$ cat config.mk
export PLATFORM = sky130hd
export DESIGN_NAME = stacked_die_fe
export DESIGN_NICKNAME = d
export VERILOG_FILES = /design/src/verilog/spi_fe_pkg.sv /design/src/verilog/stacked_die_fe.sv
export SDC_FILE = /design/constraint.sdc
export NUM_CORES = 1
export LEC_CHECK = 0
export BUFFER_PORTS_ARGS = -buffer_cell sky130_fd_sc_hd__buf_2
export CAP_MARGIN = 20
export CORE_MARGIN = 10
export CORE_UTILIZATION = 53
export DETAILED_ROUTE_END_ITERATION = 7
export MAX_ROUTING_LAYER = met4
export PLACE_DENSITY = 0.87
export SYNTH_ARGS = -nofsm -noshare
export SYNTH_HDL_FRONTEND = slang
export SYNTH_SLANG_ARGS = --single-unit
$ cat constraint.sdc
create_clock -name sys_clk_in -period 3.1 [get_ports sys_clk_in]
set_input_delay 0.62 -clock sys_clk_in [delete_from_list [all_inputs] [get_ports sys_clk_in]]
set_output_delay 0.62 -clock sys_clk_in [all_outputs]
set_load 0.01 [all_outputs]
$ cat src/verilog/spi_fe_pkg.sv
// Constants and types for the stacked-die serial front end
package spi_fe_pkg;

   // ----------------------------------------
   // Instruction codes
   // ----------------------------------------
   localparam logic [7:0] OP_DIE_SEL     = 8'hc2;
   localparam logic [7:0] OP_DEV_RST     = 8'hff;
   localparam logic [7:0] OP_RD_DUAL_OUT = 8'h3b;
   localparam logic [7:0] OP_RD_DUAL_IO  = 8'hbb;
   localparam logic [7:0] OP_RD_QUAD_OUT = 8'h6b;
   localparam logic [7:0] OP_RD_QUAD_IO  = 8'heb;
   localparam logic [7:0] OP_LD_QUAD     = 8'h32;
   localparam logic [7:0] OP_LD_QUAD_RND = 8'h34;

   // ----------------------------------------
   // Protection register layout
   // ----------------------------------------
   localparam int         PR_SG0_BIT = 0;
   localparam int         PR_WPE_BIT = 1;
   localparam int         PR_BG_LSB  = 3;
   localparam int         PR_SG1_BIT = 7;
   localparam logic [7:0] PR_RESET   = 8'h78;

   // ----------------------------------------
   // Lane widths and counts
   // ----------------------------------------
   localparam logic [3:0] LANE_1     = 4'h1;
   localparam logic [3:0] LANE_2     = 4'h2;
   localparam logic [3:0] LANE_4     = 4'h4;
   localparam logic [3:0] BYTE_BITS  = 4'h8;
   localparam int         FIFO_DEPTH = 4;
   localparam int         RX_WIDTH   = 9;

   typedef struct packed {
      logic       first;
      logic [7:0] data;
   } rx_word_t;

   typedef enum logic [2:0] {
      ST_DESEL, ST_OPC, ST_ID, ST_BODY, ST_IGNORE
   } fe_state_t;

endpackage

$ cat src/verilog/stacked_die_fe.sv
// Serial front end of one die of a two-die stacked serial NAND
// ----------------------------------------
// How it works
// - All dies take die-select opcode plus 8-bit identifier; matching die becomes active.
// - Device reset opcode returns every die, active or idle, to power-up state.
// - After power-up or device reset, die zero is the active die.
// - Only the active die drives the bus and accepts instructions other than die-select and device reset.
// - Idle die ignores everything except die-select and device reset.
// - Becoming idle never aborts program or erase already running.
// - Chip select high deselects and releases every output pin.
// - No instruction accepted until chip select has gone high then low.
// - Single-line input sampled on rising clock, output shifted on falling clock.
// - Dual and quad lanes sample on rising edge, drive on falling edge.
// - Clock modes 0 and 3 both supported by edge detection.
// - Dual read opcodes turn serial in and out into data lanes 0 and 1.
// - Protect enable 0: write-protect pin guards protection register only, and only while PR_SG0_BIT is set.
// - Protect enable 1 with pin low blocks every write, program and erase.
// - Protect enable 1 refuses quad reads; pin is a dedicated input.
// - Guard bits with write-protect pin let core protect regions from two blocks.
// - Pause pin low while selected floats output and ignores input and clock.
// - During a quad command the pause pin is data lane 3, no pause.
// - Protect and pause pin functions only in standard and dual operation.
// - Pause starts/ends at pin edge if clock low, else next falling clock.
// - Protect enable sits in protection register bit 1, volatile, resets 0.
// - Quad commands use protect and pause pins as lanes 2 and 3.
// ----------------------------------------
`timescale 1ns/10ps

module fe_fifo #(
   parameter int W = 9,
   parameter int D = 4
) (
   input  wire logic         clk_in,
   input  wire logic         rst_in,
   input  wire logic         in_valid_in,
   output logic              in_ready_out,
   input  wire logic [W-1:0] in_data_in,
   output logic              out_valid_out,
   input  wire logic         out_ready_in,
   output logic [W-1:0]      out_data_out
);
   localparam int AW = $clog2(D);
   logic [W-1:0] mem_r [D];
   logic [AW:0]  wp_r, wp_nxt, rp_r, rp_nxt;
   logic         do_wr, do_rd;

   assign in_ready_out  = (wp_r - rp_r) != (AW+1)'(D);
   assign out_valid_out = wp_r != rp_r;
   assign out_data_out  = mem_r[rp_r[AW-1:0]];
   assign do_wr         = in_valid_in & in_ready_out;
   assign do_rd         = out_valid_out & out_ready_in;

   always_comb begin
      wp_nxt = do_wr ? wp_r + 1'b1 : wp_r;
      rp_nxt = do_rd ? rp_r + 1'b1 : rp_r;
   end

   always_ff @(posedge clk_in) begin
      if (rst_in) begin
         wp_r <= '0;
         rp_r <= '0;
      end else begin
         wp_r <= wp_nxt;
         rp_r <= rp_nxt;
      end
      if (do_wr) begin
         mem_r[wp_r[AW-1:0]] <= in_data_in;
      end
   end
endmodule

module stacked_die_fe
   import spi_fe_pkg::*;
#(
   parameter logic [7:0] DIE_IDENTIFIER = 8'h00
) (
   // Clock and reset
   input  wire logic                  sys_clk_in,
   input  wire logic                  rst_in,
   // Serial pins
   input  wire logic                  sclk_in,
   input  wire logic                  cs_n_in,
   input  wire logic [3:0]            io_in,
   output logic [3:0]                 io_out,
   output logic [3:0]                 io_oe_out,
   // Protection
   input  wire logic                  prot_wr_in,
   input  wire logic [7:0]            prot_data_in,
   output logic [7:0]                 prot_reg_out,
   output logic                       write_block_out,
   output logic                       prot_lock_out,
   // Received bytes to core
   output logic                       rx_valid_out,
   input  wire logic                  rx_ready_in,
   output spi_fe_pkg::rx_word_t       rx_word_out,
   // Bytes to send
   input  wire logic                  tx_en_in,
   input  wire logic                  tx_valid_in,
   input  wire logic [7:0]            tx_data_in,
   output logic                       tx_ready_out,
   // Status
   output logic                       active_out,
   output logic                       hold_out,
   output logic                       die_reset_out,
   output logic                       overrun_out
);
   import spi_fe_pkg::*;

   // ----------------------------------------
   // Pin synchronisers and edges
   // ----------------------------------------
   logic [5:0] sy1_r, sy2_r;
   logic       sclk_d_r, cs_d_r;
   logic       cs_s, sclk_s, rise, fall, cs_fall;
   logic       hold_r, hold_nxt, quad_r;
   logic [3:0] io_s;

   always_ff @(posedge sys_clk_in) begin
      if (rst_in) begin
         sy1_r    <= 6'h3f;
         sy2_r    <= 6'h3f;
         sclk_d_r <= 1'b0;
         cs_d_r   <= 1'b0;
      end else begin
         sy1_r    <= {cs_n_in, sclk_in, io_in};
         sy2_r    <= sy1_r;
         sclk_d_r <= sy2_r[4];
         cs_d_r   <= sy2_r[5];
      end
   end

   assign cs_s    = sy2_r[5];
   assign sclk_s  = sy2_r[4];
   assign io_s    = sy2_r[3:0];
   assign cs_fall = ~cs_s & cs_d_r;
   assign rise    = sclk_s & ~sclk_d_r & ~cs_s & ~hold_r;
   assign fall    = ~sclk_s & sclk_d_r & ~cs_s;

   // ----------------------------------------
   // Pause
   // ----------------------------------------
   always_comb begin
      hold_nxt = hold_r;
      if (cs_s | quad_r) begin
         hold_nxt = 1'b0;
      end else if (~sclk_s | fall) begin
         hold_nxt = ~io_s[3];
      end
   end

   always_ff @(posedge sys_clk_in) begin
      if (rst_in) begin
         hold_r <= 1'b0;
      end else begin
         hold_r <= hold_nxt;
      end
   end

   // ----------------------------------------
   // Framing, decode and protection
   // ----------------------------------------
   fe_state_t  st_r, st_nxt;
   logic [7:0] sh_r, sh_nxt, prot_r, prot_nxt;
   logic [3:0] cnt_r, cnt_nxt, in_w_r, in_w_nxt, out_w_r, out_w_nxt;
   logic       quad_nxt, active_r, active_nxt, rst_p_r, rst_p_nxt;
   logic       pend_r, pend_nxt, ovr_r, ovr_nxt, wblk_r, lock_r, lock_nxt;
   rx_word_t   pw_r, pw_nxt;
   logic       fifo_rdy, byte_done, is_quad;

   assign byte_done = rise & ((cnt_r + in_w_r) == BYTE_BITS);
   assign is_quad   = (sh_nxt == OP_RD_QUAD_OUT) | (sh_nxt == OP_RD_QUAD_IO) |
                      (sh_nxt == OP_LD_QUAD) | (sh_nxt == OP_LD_QUAD_RND);

   always_comb begin
      st_nxt     = st_r;
      sh_nxt     = sh_r;
      cnt_nxt    = cnt_r;
      in_w_nxt   = in_w_r;
      out_w_nxt  = out_w_r;
      quad_nxt   = quad_r;
      active_nxt = active_r;
      prot_nxt   = prot_r;
      rst_p_nxt  = 1'b0;
      pend_nxt   = pend_r & ~fifo_rdy;
      pw_nxt     = pw_r;
      ovr_nxt    = ovr_r;
      lock_nxt   = ~io_s[2] & ~quad_r &
                   (prot_r[PR_WPE_BIT] | prot_r[PR_SG0_BIT]);
      if (prot_wr_in & ~lock_r) begin
         prot_nxt = prot_data_in;
      end
      if (rise) begin
         case (in_w_r)
            LANE_1:  sh_nxt = {sh_r[6:0], io_s[0]};
            LANE_2:  sh_nxt = {sh_r[5:0], io_s[1:0]};
            default: sh_nxt = {sh_r[3:0], io_s};
         endcase
         cnt_nxt = byte_done ? 4'h0 : cnt_r + in_w_r;
      end
      case (st_r)
         ST_DESEL: begin
            if (cs_fall) begin
               st_nxt  = ST_OPC;
               cnt_nxt = 4'h0;
               ovr_nxt = 1'b0;
            end
         end
         ST_OPC: begin
            if (byte_done) begin
               st_nxt = ST_IGNORE;
               if (sh_nxt == OP_DIE_SEL) begin
                  st_nxt = ST_ID;
               end else if (sh_nxt == OP_DEV_RST) begin
                  active_nxt = (DIE_IDENTIFIER == 8'h00);
                  prot_nxt   = PR_RESET;
                  rst_p_nxt  = 1'b1;
               end else if (active_r &
                            ~(is_quad & prot_r[PR_WPE_BIT])) begin
                  st_nxt   = ST_BODY;
                  pend_nxt = 1'b1;
                  pw_nxt   = '{first: 1'b1, data: sh_nxt};
                  ovr_nxt  = ovr_r | (pend_r & ~fifo_rdy);
                  quad_nxt = is_quad;
                  if (sh_nxt == OP_RD_DUAL_IO) begin
                     in_w_nxt = LANE_2;
                  end else if (is_quad & (sh_nxt != OP_RD_QUAD_OUT)) begin
                     in_w_nxt = LANE_4;
                  end
                  if ((sh_nxt == OP_RD_DUAL_OUT) | (sh_nxt == OP_RD_DUAL_IO)) begin
                     out_w_nxt = LANE_2;
                  end else if (is_quad) begin
                     out_w_nxt = LANE_4;
                  end
               end
            end
         end
         ST_ID: begin
            if (byte_done) begin
               active_nxt = (sh_nxt == DIE_IDENTIFIER);
               st_nxt     = ST_IGNORE;
            end
         end
         ST_BODY: begin
            if (byte_done) begin
               pend_nxt = 1'b1;
               pw_nxt   = '{first: 1'b0, data: sh_nxt};
               ovr_nxt  = ovr_r | (pend_r & ~fifo_rdy);
            end
         end
         ST_IGNORE: ;
         default: st_nxt = ST_DESEL;
      endcase
      if (cs_s) begin
         st_nxt    = ST_DESEL;
         cnt_nxt   = 4'h0;
         in_w_nxt  = LANE_1;
         out_w_nxt = LANE_1;
         quad_nxt  = 1'b0;
      end
   end

   always_ff @(posedge sys_clk_in) begin
      if (rst_in) begin
         st_r     <= ST_DESEL;
         sh_r     <= 8'h00;
         cnt_r    <= 4'h0;
         in_w_r   <= LANE_1;
         out_w_r  <= LANE_1;
         quad_r   <= 1'b0;
         active_r <= (DIE_IDENTIFIER == 8'h00);
         prot_r   <= PR_RESET;
         rst_p_r  <= 1'b0;
         pend_r   <= 1'b0;
         pw_r     <= '0;
         ovr_r    <= 1'b0;
         wblk_r   <= 1'b0;
         lock_r   <= 1'b0;
      end else begin
         st_r     <= st_nxt;
         sh_r     <= sh_nxt;
         cnt_r    <= cnt_nxt;
         in_w_r   <= in_w_nxt;
         out_w_r  <= out_w_nxt;
         quad_r   <= quad_nxt;
         active_r <= active_nxt;
         prot_r   <= prot_nxt;
         rst_p_r  <= rst_p_nxt;
         pend_r   <= pend_nxt;
         pw_r     <= pw_nxt;
         ovr_r    <= ovr_nxt;
         wblk_r   <= prot_r[PR_WPE_BIT] & ~io_s[2];
         lock_r   <= lock_nxt;
      end
   end

   // ----------------------------------------
   // Outbound shifter
   // ----------------------------------------
   logic [7:0] txs_r, txs_nxt, byte_out;
   logic [3:0] tcnt_r, tcnt_nxt, iop_r, iop_nxt, oe_r, oe_nxt;
   logic       take_r, take_nxt, drive_ok;

   assign drive_ok = ~cs_s & ~hold_r & active_r & tx_en_in & (st_r == ST_BODY);

   always_comb begin
      txs_nxt  = txs_r;
      tcnt_nxt = tcnt_r;
      iop_nxt  = iop_r;
      oe_nxt   = oe_r;
      take_nxt = 1'b0;
      byte_out = txs_r;
      if (~drive_ok) begin
         oe_nxt = 4'h0;
         if (cs_s) begin
            tcnt_nxt = 4'h0;
         end
      end else if (fall) begin
         if (tcnt_r == 4'h0) begin
            byte_out = tx_valid_in ? tx_data_in : 8'hff;
            take_nxt = tx_valid_in;
         end
         case (out_w_r)
            LANE_1: begin
               iop_nxt = {2'b00, byte_out[7], 1'b0};
               oe_nxt  = 4'h2;
            end
            LANE_2: begin
               iop_nxt = {2'b00, byte_out[7:6]};
               oe_nxt  = 4'h3;
            end
            default: begin
               iop_nxt = byte_out[7:4];
               oe_nxt  = 4'hf;
            end
         endcase
         txs_nxt  = byte_out << out_w_r;
         tcnt_nxt = (tcnt_r + out_w_r) & 4'h7;
      end
   end

   always_ff @(posedge sys_clk_in) begin
      if (rst_in) begin
         txs_r  <= 8'h00;
         tcnt_r <= 4'h0;
         iop_r  <= 4'h0;
         oe_r   <= 4'h0;
         take_r <= 1'b0;
      end else begin
         txs_r  <= txs_nxt;
         tcnt_r <= tcnt_nxt;
         iop_r  <= iop_nxt;
         oe_r   <= oe_nxt;
         take_r <= take_nxt;
      end
   end

   // ----------------------------------------
   // Receive buffer and outputs
   // ----------------------------------------
   fe_fifo #(.W(RX_WIDTH), .D(FIFO_DEPTH)) u_rx_fifo (
      .clk_in       (sys_clk_in),
      .rst_in       (rst_in),
      .in_valid_in  (pend_r),
      .in_ready_out (fifo_rdy),
      .in_data_in   (pw_r),
      .out_valid_out(rx_valid_out),
      .out_ready_in (rx_ready_in),
      .out_data_out (rx_word_out)
   );

   assign io_out          = iop_r;
   assign io_oe_out       = oe_r;
   assign prot_reg_out    = prot_r;
   assign write_block_out = wblk_r;
   assign prot_lock_out   = lock_r;
   assign tx_ready_out    = take_r;
   assign active_out      = active_r;
   assign hold_out        = hold_r;
   assign die_reset_out   = rst_p_r;
   assign overrun_out     = ovr_r;
endmodule
# ---- Word-level counts from Yosys, hierarchy flattened
# Memory sizes are Yosys's and may differ from the RTL's. A register that Yosys moved wholly into a read port is not among the register bits.
# Index checks and enable logic that the tools add are counted.
dict set report word_totals {
  reg_bits 89
  ram_bits 36
  inputBits 28
  output_inout_bits 33
  word_cells 194
  mem_count 1
}
dict set report op_classes {
  n_addsub 5
  n_eq_ne 29
  n_shift 1
  mux 60
  n_bitwise 47
  reduce_logical 24
}
# memory words width rd rd_ports_with_merged_regs wr line_no
set mem_list {}
lappend mem_list {u_rx_fifo.mem_r 4 9 1 1 1 stacked_die_fe.sv:43} ;# logic [W-1:0] mem_r [D];
# op n
set op_table {}
lappend op_table {{$mux 8} 10}
lappend op_table {{$mux 9} 5}
lappend op_table {{$mux 4} 11}
lappend op_table {{$eq 8x8->1 const B} 4}
lappend op_table {{$eq 8x6->1 const B} 3}
lappend op_table {{$and 1x1->1} 21}
lappend op_table {{$mux 1} 18}
lappend op_table {{$mux 3} 6}
lappend op_table {{$ne 2x2->1 const B} 9}
lappend op_table {{$not 1->1} 18}
lappend op_table {{$pmux 9 s2} 1}
lappend op_table {{$reduce_and 6->1} 3}
lappend op_table {{$pmux 4 s2} 2}
lappend op_table {{$pmux 8 s2} 1}
lappend op_table {{$pmux 3 s4} 1}
lappend op_table {{$reduce_and 5->1} 2}
lappend op_table {{$reduce_bool 2->1} 5}
lappend op_table {{$eq 4x1->1 const B} 2}
lappend op_table {{$eq 4x2->1 const B} 2}
lappend op_table {{$eq 8x7->1 const B} 1}
lappend op_table {{$logic_not 8->1} 1}
lappend op_table {{$ne 8x7->1 const B} 1}
lappend op_table {{$or 1x1->1} 8}
lappend op_table {{$reduce_or 2->1} 4}
lappend op_table {{other kinds (21)} 27}

# ---- Longest topological paths before layout
dict set report depth {
  depth_word 17
  mapped_depth 12
  ltp_nobuf 11
}

# ---- By module
# Synthesis repeated with hierarchy kept, for this count alone.
dict set report hier_totals {
  cells_unflattened 586
  area_unflattened_um2 5891.9
}
# module n_inst cells_each area_per_inst_um2 seq_area_each_um2
set by_module_without_submodules {}
lappend by_module_without_submodules {stacked_die_fe 1 488 4108.9 1581.5}
lappend by_module_without_submodules {fe_fifo 1 98 1783.0 1241.2}

# ---- Least setup slack after synthesis
# No wires, ideal clock.
dict set report synth_timing {
  path_kind {register to register}
  startpoint {reg in_w_r[1]}
  endpoint {reg out_w_r[0]}
  setup_time_ns 0.136
  arrival_ns 2.824
  required_ns 2.964
  slack_ns 0.140
  stages_incl_launch_ff 12
  path_buffers 1
  synth_period_minus_slack_ns 2.960
  path_cell_list {dfxtp_1 -> buf_2 -> inv_1 -> fa_1 -> xnor2_1 -> nor3b_1 -> and2_1 -> nand3_2 -> a2111o_1 -> nor4_2 -> a21boi_1 -> o21ai_1}
}
dict set report synth_via {
  elab_chain_cells 11
  word_cells_on_any_way 27
  classes_between {1 x add/sub; 11 x eq/ne; 3 x mux; 10 x bitwise; 2 x reduce/logical}
}
# element line_no
set synth_lines {}
lappend synth_lines {{start, declared} stacked_die_fe.sv:164} ;# logic [3:0] cnt_r, cnt_nxt, in_w_r, in_w_nxt, out_w_r, out_w_nxt;
lappend synth_lines {{start signal, assigned} stacked_die_fe.sv:282} ;# in_w_r <= in_w_nxt;
lappend synth_lines {{$eq 4x2->1 or $eq 4x1->1 (tied branches)} stacked_die_fe.sv:193} ;# case (in_w_r)
lappend synth_lines {{$pmux 8 s2} stacked_die_fe.sv:193}
lappend synth_lines {{$mux 8} stacked_die_fe.sv:192} ;# if (rise) begin
lappend synth_lines {{$eq 8x7->1 or $eq 8x8->1 (tied branches)} stacked_die_fe.sv:171} ;# assign is_quad = (sh_nxt == OP_RD_QUAD_OUT) | (sh_nxt == OP_RD_QUAD_IO) |
lappend synth_lines {{$or 1x1->1 (2 in a row)} stacked_die_fe.sv:171}
lappend synth_lines {{$or 1x1->1} stacked_die_fe.sv:172} ;# (sh_nxt == OP_LD_QUAD) | (sh_nxt == OP_LD_QUAD_RND);
lappend synth_lines {{$and 1x1->1} stacked_die_fe.sv:218} ;# ~(is_quad & prot_r[PR_WPE_BIT])) begin
lappend synth_lines {{$not 1->1} stacked_die_fe.sv:218}
lappend synth_lines {{$and 1x1->1} stacked_die_fe.sv:217} ;# end else if (active_r &
lappend synth_lines {{$reduce_and 6->1 (no line)} --}
lappend synth_lines {{end signal, assigned} stacked_die_fe.sv:283} ;# out_w_r <= out_w_nxt;
lappend synth_lines {{end, declared} stacked_die_fe.sv:164}
# Several ways; a longest one is shown, not always the timed one.
# A chain may end at the register's enable or synchronous reset.

# ---- Worst setup path after layout
dict set report layout_timing {
  startpoint {reg in_w_r[0]}
  endpoint {reg st_r[2]}
}
dict set report layout_via {
  elab_chain_cells 15
  word_cells_on_any_way 27
  classes_between {1 x add/sub; 11 x eq/ne; 7 x mux; 7 x bitwise; 1 x reduce/logical}
}
# element line_no
set layout_lines {}
lappend layout_lines {{$eq 4x2->1 or $eq 4x1->1 (tied branches)} stacked_die_fe.sv:193}
lappend layout_lines {{$pmux 8 s2} stacked_die_fe.sv:193}
lappend layout_lines {{$mux 8} stacked_die_fe.sv:192}
lappend layout_lines {{$eq 8x7->1 or $eq 8x8->1 (tied branches)} stacked_die_fe.sv:171}
lappend layout_lines {{$or 1x1->1 (2 in a row)} stacked_die_fe.sv:171}
lappend layout_lines {{$or 1x1->1} stacked_die_fe.sv:172}
lappend layout_lines {{$and 1x1->1} stacked_die_fe.sv:218}
lappend layout_lines {{$not 1->1} stacked_die_fe.sv:218}
lappend layout_lines {{$and 1x1->1} stacked_die_fe.sv:217}
lappend layout_lines {{$mux 3} stacked_die_fe.sv:217}
lappend layout_lines {{$mux 3} stacked_die_fe.sv:213} ;# end else if (sh_nxt == OP_DEV_RST) begin
lappend layout_lines {{$mux 3} stacked_die_fe.sv:211} ;# if (sh_nxt == OP_DIE_SEL) begin
lappend layout_lines {{$mux 3} stacked_die_fe.sv:209} ;# if (byte_done) begin
lappend layout_lines {{$pmux 3 s4} stacked_die_fe.sv:200} ;# case (st_r)
lappend layout_lines {{end signal, assigned} stacked_die_fe.sv:279} ;# st_r <= st_nxt;
lappend layout_lines {{end, declared} stacked_die_fe.sv:162} ;# fe_state_t st_r, st_nxt;
# Several ways; a longest one is shown, not always the timed one. The select of a mux whose other input is x is not followed.

==> impl_results.md <==
- Die width: 125 microns
- Hold Crit Class: input port to register
- R2r worst-path depth: 9
- F_max: 332 MHz
- Placeable Area: between 10,000 and 15,000 sq um
- Placed Area: ~6300 sq um
- TritonCTS clock tree: done
- Synth area leader: dfxtp_1
- Met2 Use GR: between 20% and 30%
- Placer congestion estimate: between 0.9 and 1
- Finished Layout Cells: 797
- Synth top area share: 29.7%
- Clock Latency Late Sink: around 510 ps
- DR iter-0 viols: 384
- Vias: ~4,700
- Tcrit/Tclk final: a little over nine tenths
- HPWL Detailed: 9690 microns
- Netlist Area Pre-Place: around 6000 sq um
- Synth Area per Inst: between 10 and 15 sq um
- Worst relative slew slack: a little over half
- FILL cells: ~810
- Synth Instances: slightly below 600
- Pleak: about 2.5 nW
- Crit path time final: between 3000 and 4000 ps
- Fin nets: between 600 and 700
- Design Area, Final: roughly 6900 sq um
- Clock tree buffer depth: 2
- Netlist cell types: about 80
- Synth area leaders: dfxtp_1 (30%), edfxtp_1 (18%), mux4_2 (3.8%), nor2_1 (3.7%), nand2_1 (2.8%)
- GRT busiest layer: met2
- Final antenna-violating net count: 0
- Grt ovf: 0
- First-pass GRT wire length: between 20,000 and 25,000 microns
- Power Density: about 540 nW/um^2
- Max cap viols: 0
- Met1 Usage GRT: 19.9%
- Drc violations: 0
- # H-tree levels: 4
- Clock sink count: 123
- Slew @ Worst Pin: 692 ps
- Setup Skew: slightly below 10 ps
- Die area: about 16,000 sq um
- Setup CP Type: register to register
- Share of post-route cells with drive strength above 1: about a quarter
- Antenna diodes: 0
- Register bit count reported by yosys: roughly 120
- Ys Warns: 0
- Routed wire length: 14,000 microns
- Primary FF master, synth: dfxtp_1
- Status: finished, final reports clean
- Drt via density: 5.93
- CTS Buf Count: 17
- Startpoint class of the critical path: register
- Pre-antenna DRT Iters: 5
- Syn Nets: between 600 and 700
- Wire per inst: between 15 and 20 microns
- Vert. Die Dim: between 100 and 150 microns
- Reg2reg setup slack: around 87 ps
- Reg2reg end: st_r[2]
- Worst endpoint required time: 3540 ps
- Worst VDD drop: between 0.3 and 0.4 mV
- I/O pin count: 61
- Largest net degree at the start of global routing: 28
- Max-slew violation count: 0
- Final hold violations: 0
- GRT met3 Usage: just under 4%
- Crit-path max FO: 7
- Post-synthesis sequential area ratio: approximately half
- RSZ-0062 raised after global routing: no
- Worst Setup SP: in_w_r[0]
- Fraction of registers with async set/reset: 0%
- Cells after DPL: approximately 760
- FP Rows: 38
- Final setup fails: 0
- Arrival time at the worst endpoint: between 3000 and 4000 ps
- I/O Buffers: 60
- Root buffer cell: clkbuf_8
- Worst Setup End Kind: register
- Vias in the first global route: 4,710
- Reg-to-Reg Start: in_w_r[0]
- Area growth syn-to-layout: 18.5%
- EDFF count, synth: 36
- Starting density of the core: 54.0%
- Fin util: 64.0%
- Initial antenna violation count: 0
- GRT Total Usage: roughly 18%
- End of the critical path: st_r[2]
- CTS clk-pin slew, worst paths: roughly 60 ps
- CTS Hold Buffers Added: 0
-- what timing repair did --
item,4_1_cts,5_1_grt
buffers inserted,0,1
pin swaps,0,2
gates resized for setup,2,2
endpoints found under the setup margin,5,17
-- cells in the mapped netlist, types with 5 or more instances --
cell	n
edfxtp_1	36
nor2b_1	12
ha_1	11
o32ai_1	7
or2_2	13
buf_4	6
nand3_1	19
mux2_2	5
clkbuf_1	18
mux4_2	10
a32oi_1	5
nor2_1	57
o21ai_0	23
mux2i_1	15
nor3b_1	5
a31oi_1	15
and2_1	5
nand3b_1	11
a21oi_1	29
nor3_1	17
nand2_1	44
dfxtp_1	87
or3_1	9
nand4_1	7
buf_1	5
xnor2_1	11
inv_1	17
-- worst min path at each step --
stage	startpoint	depth (start not counted)	slack, ps	to
global route	io_in[3]	2	290	sy1_r[3]
CTS	io_in[2]	2	270	sy1_r[2]
detailed placement	sy1_r[0]	1	390	sy2_r[0]
global placement	sy1_r[4]	1	390	sy2_r[4]
floorplan	sy1_r[0]	1	390	sy2_r[0]
finish	io_in[2]	2	290	sy1_r[2]
-- metal layers --
layer  wire length, microns  vias to the layer above
met4                    257                        0
met3                    934                       32
met2                   6990                      214
li1                       -                     2247
met1                   5790                     2234
met5                      0                        -
-- critical path, cell delays in order (launching register included) --
cell,delay (ps)
dfxtp_1,360
buf_4,170
nor3b_4,340
a32oi_1,120
a31o_2,290
or4_1,580
nor4_4,440
or3_4,250
and4b_1,230
o31a_1,170
-- flip-flops by register name, indices dropped and copies added (netlist names), 3 cells and up, named ones only --
name / count
cnt_r: 4
in_w_r: 3
io_oe_out: 3
io_out: 4
out_w_r: 3
prot_reg_out: 8
pw_r: 9
sh_r: 8
st_r: 3
sy1_r: 6
sy2_r: 6
tcnt_r: 3
txs_r: 8
u_rx_fifo.mem_r: 36
u_rx_fifo.rp_r: 3
u_rx_fifo.wp_r: 3
-- logic make-up (layout without fill, tap and decap cells) --
kind of cell,after synthesis,in the layout,share of synthesized area [%]
AOI/OAI and AO/OA,116,116,13.7
xor gates and xnor gates,13,13,1.94
adders and majority gates,13,13,3.03
buffers and inverters,52,132,3.99
DFF,123,123,48.2
muxes,30,30,7.37
and+or+nand+nor,230,230,21.8
-- layout by cell type, fill, tap and decap left out, types with 12 or more instances in the layout --
master | Yosys | layout
nand3_1 | 19 | 19
clkbuf_16 | 0 | 17
nor3_1 | 17 | 16
a31oi_1 | 15 | 15
a21oi_1 | 29 | 29
buf_2 | 2 | 60
edfxtp_1 | 36 | 36
nor2_1 | 57 | 57
inv_1 | 17 | 17
buf_4 | 6 | 21
dfxtp_1 | 87 | 87
nor2b_1 | 12 | 12
nand2_1 | 44 | 44
o21ai_0 | 23 | 23
or2_2 | 13 | 13
mux2i_1 | 15 | 15
-- stage by stage --
stage	total power [mW]	TNS, ps	setup WS (ps)	hold slack [ps]
finish	3.71	0	86.5	293
global placement	1.85	0	118	393
floorplan	1.80	0	140	389
detailed placement	1.85	-32.5	-32.5	393
CTS	3.73	0	63.1	273
global route	3.81	0	15.1	289
-- report_power, final --
| group | switching (mW) | internal [mW] |
|---|---|---|
| logic | 0.0838 | 0.0625 |
| registers | 0.0136 | 1.67 |
| clock network | 0.715 | 1.17 |
| total | 0.812 | 2.90 |
-- area by class of cell --
class / instances / area, sq um / share of cell area [%]
clock inverter: 9 / 85.1 / 1.23
clock buffer: 23 / 488 / 7.03
timing repair buffer: 82 / 478 / 6.89
multi-input combinational: 402 / 2820 / 40.7
inverter: 18 / 67.6 / 0.973
sequential: 123 / 2820 / 40.7
tap: 140 / 175 / 2.52
No activity file was read; power rests on OpenSTA's default activity.
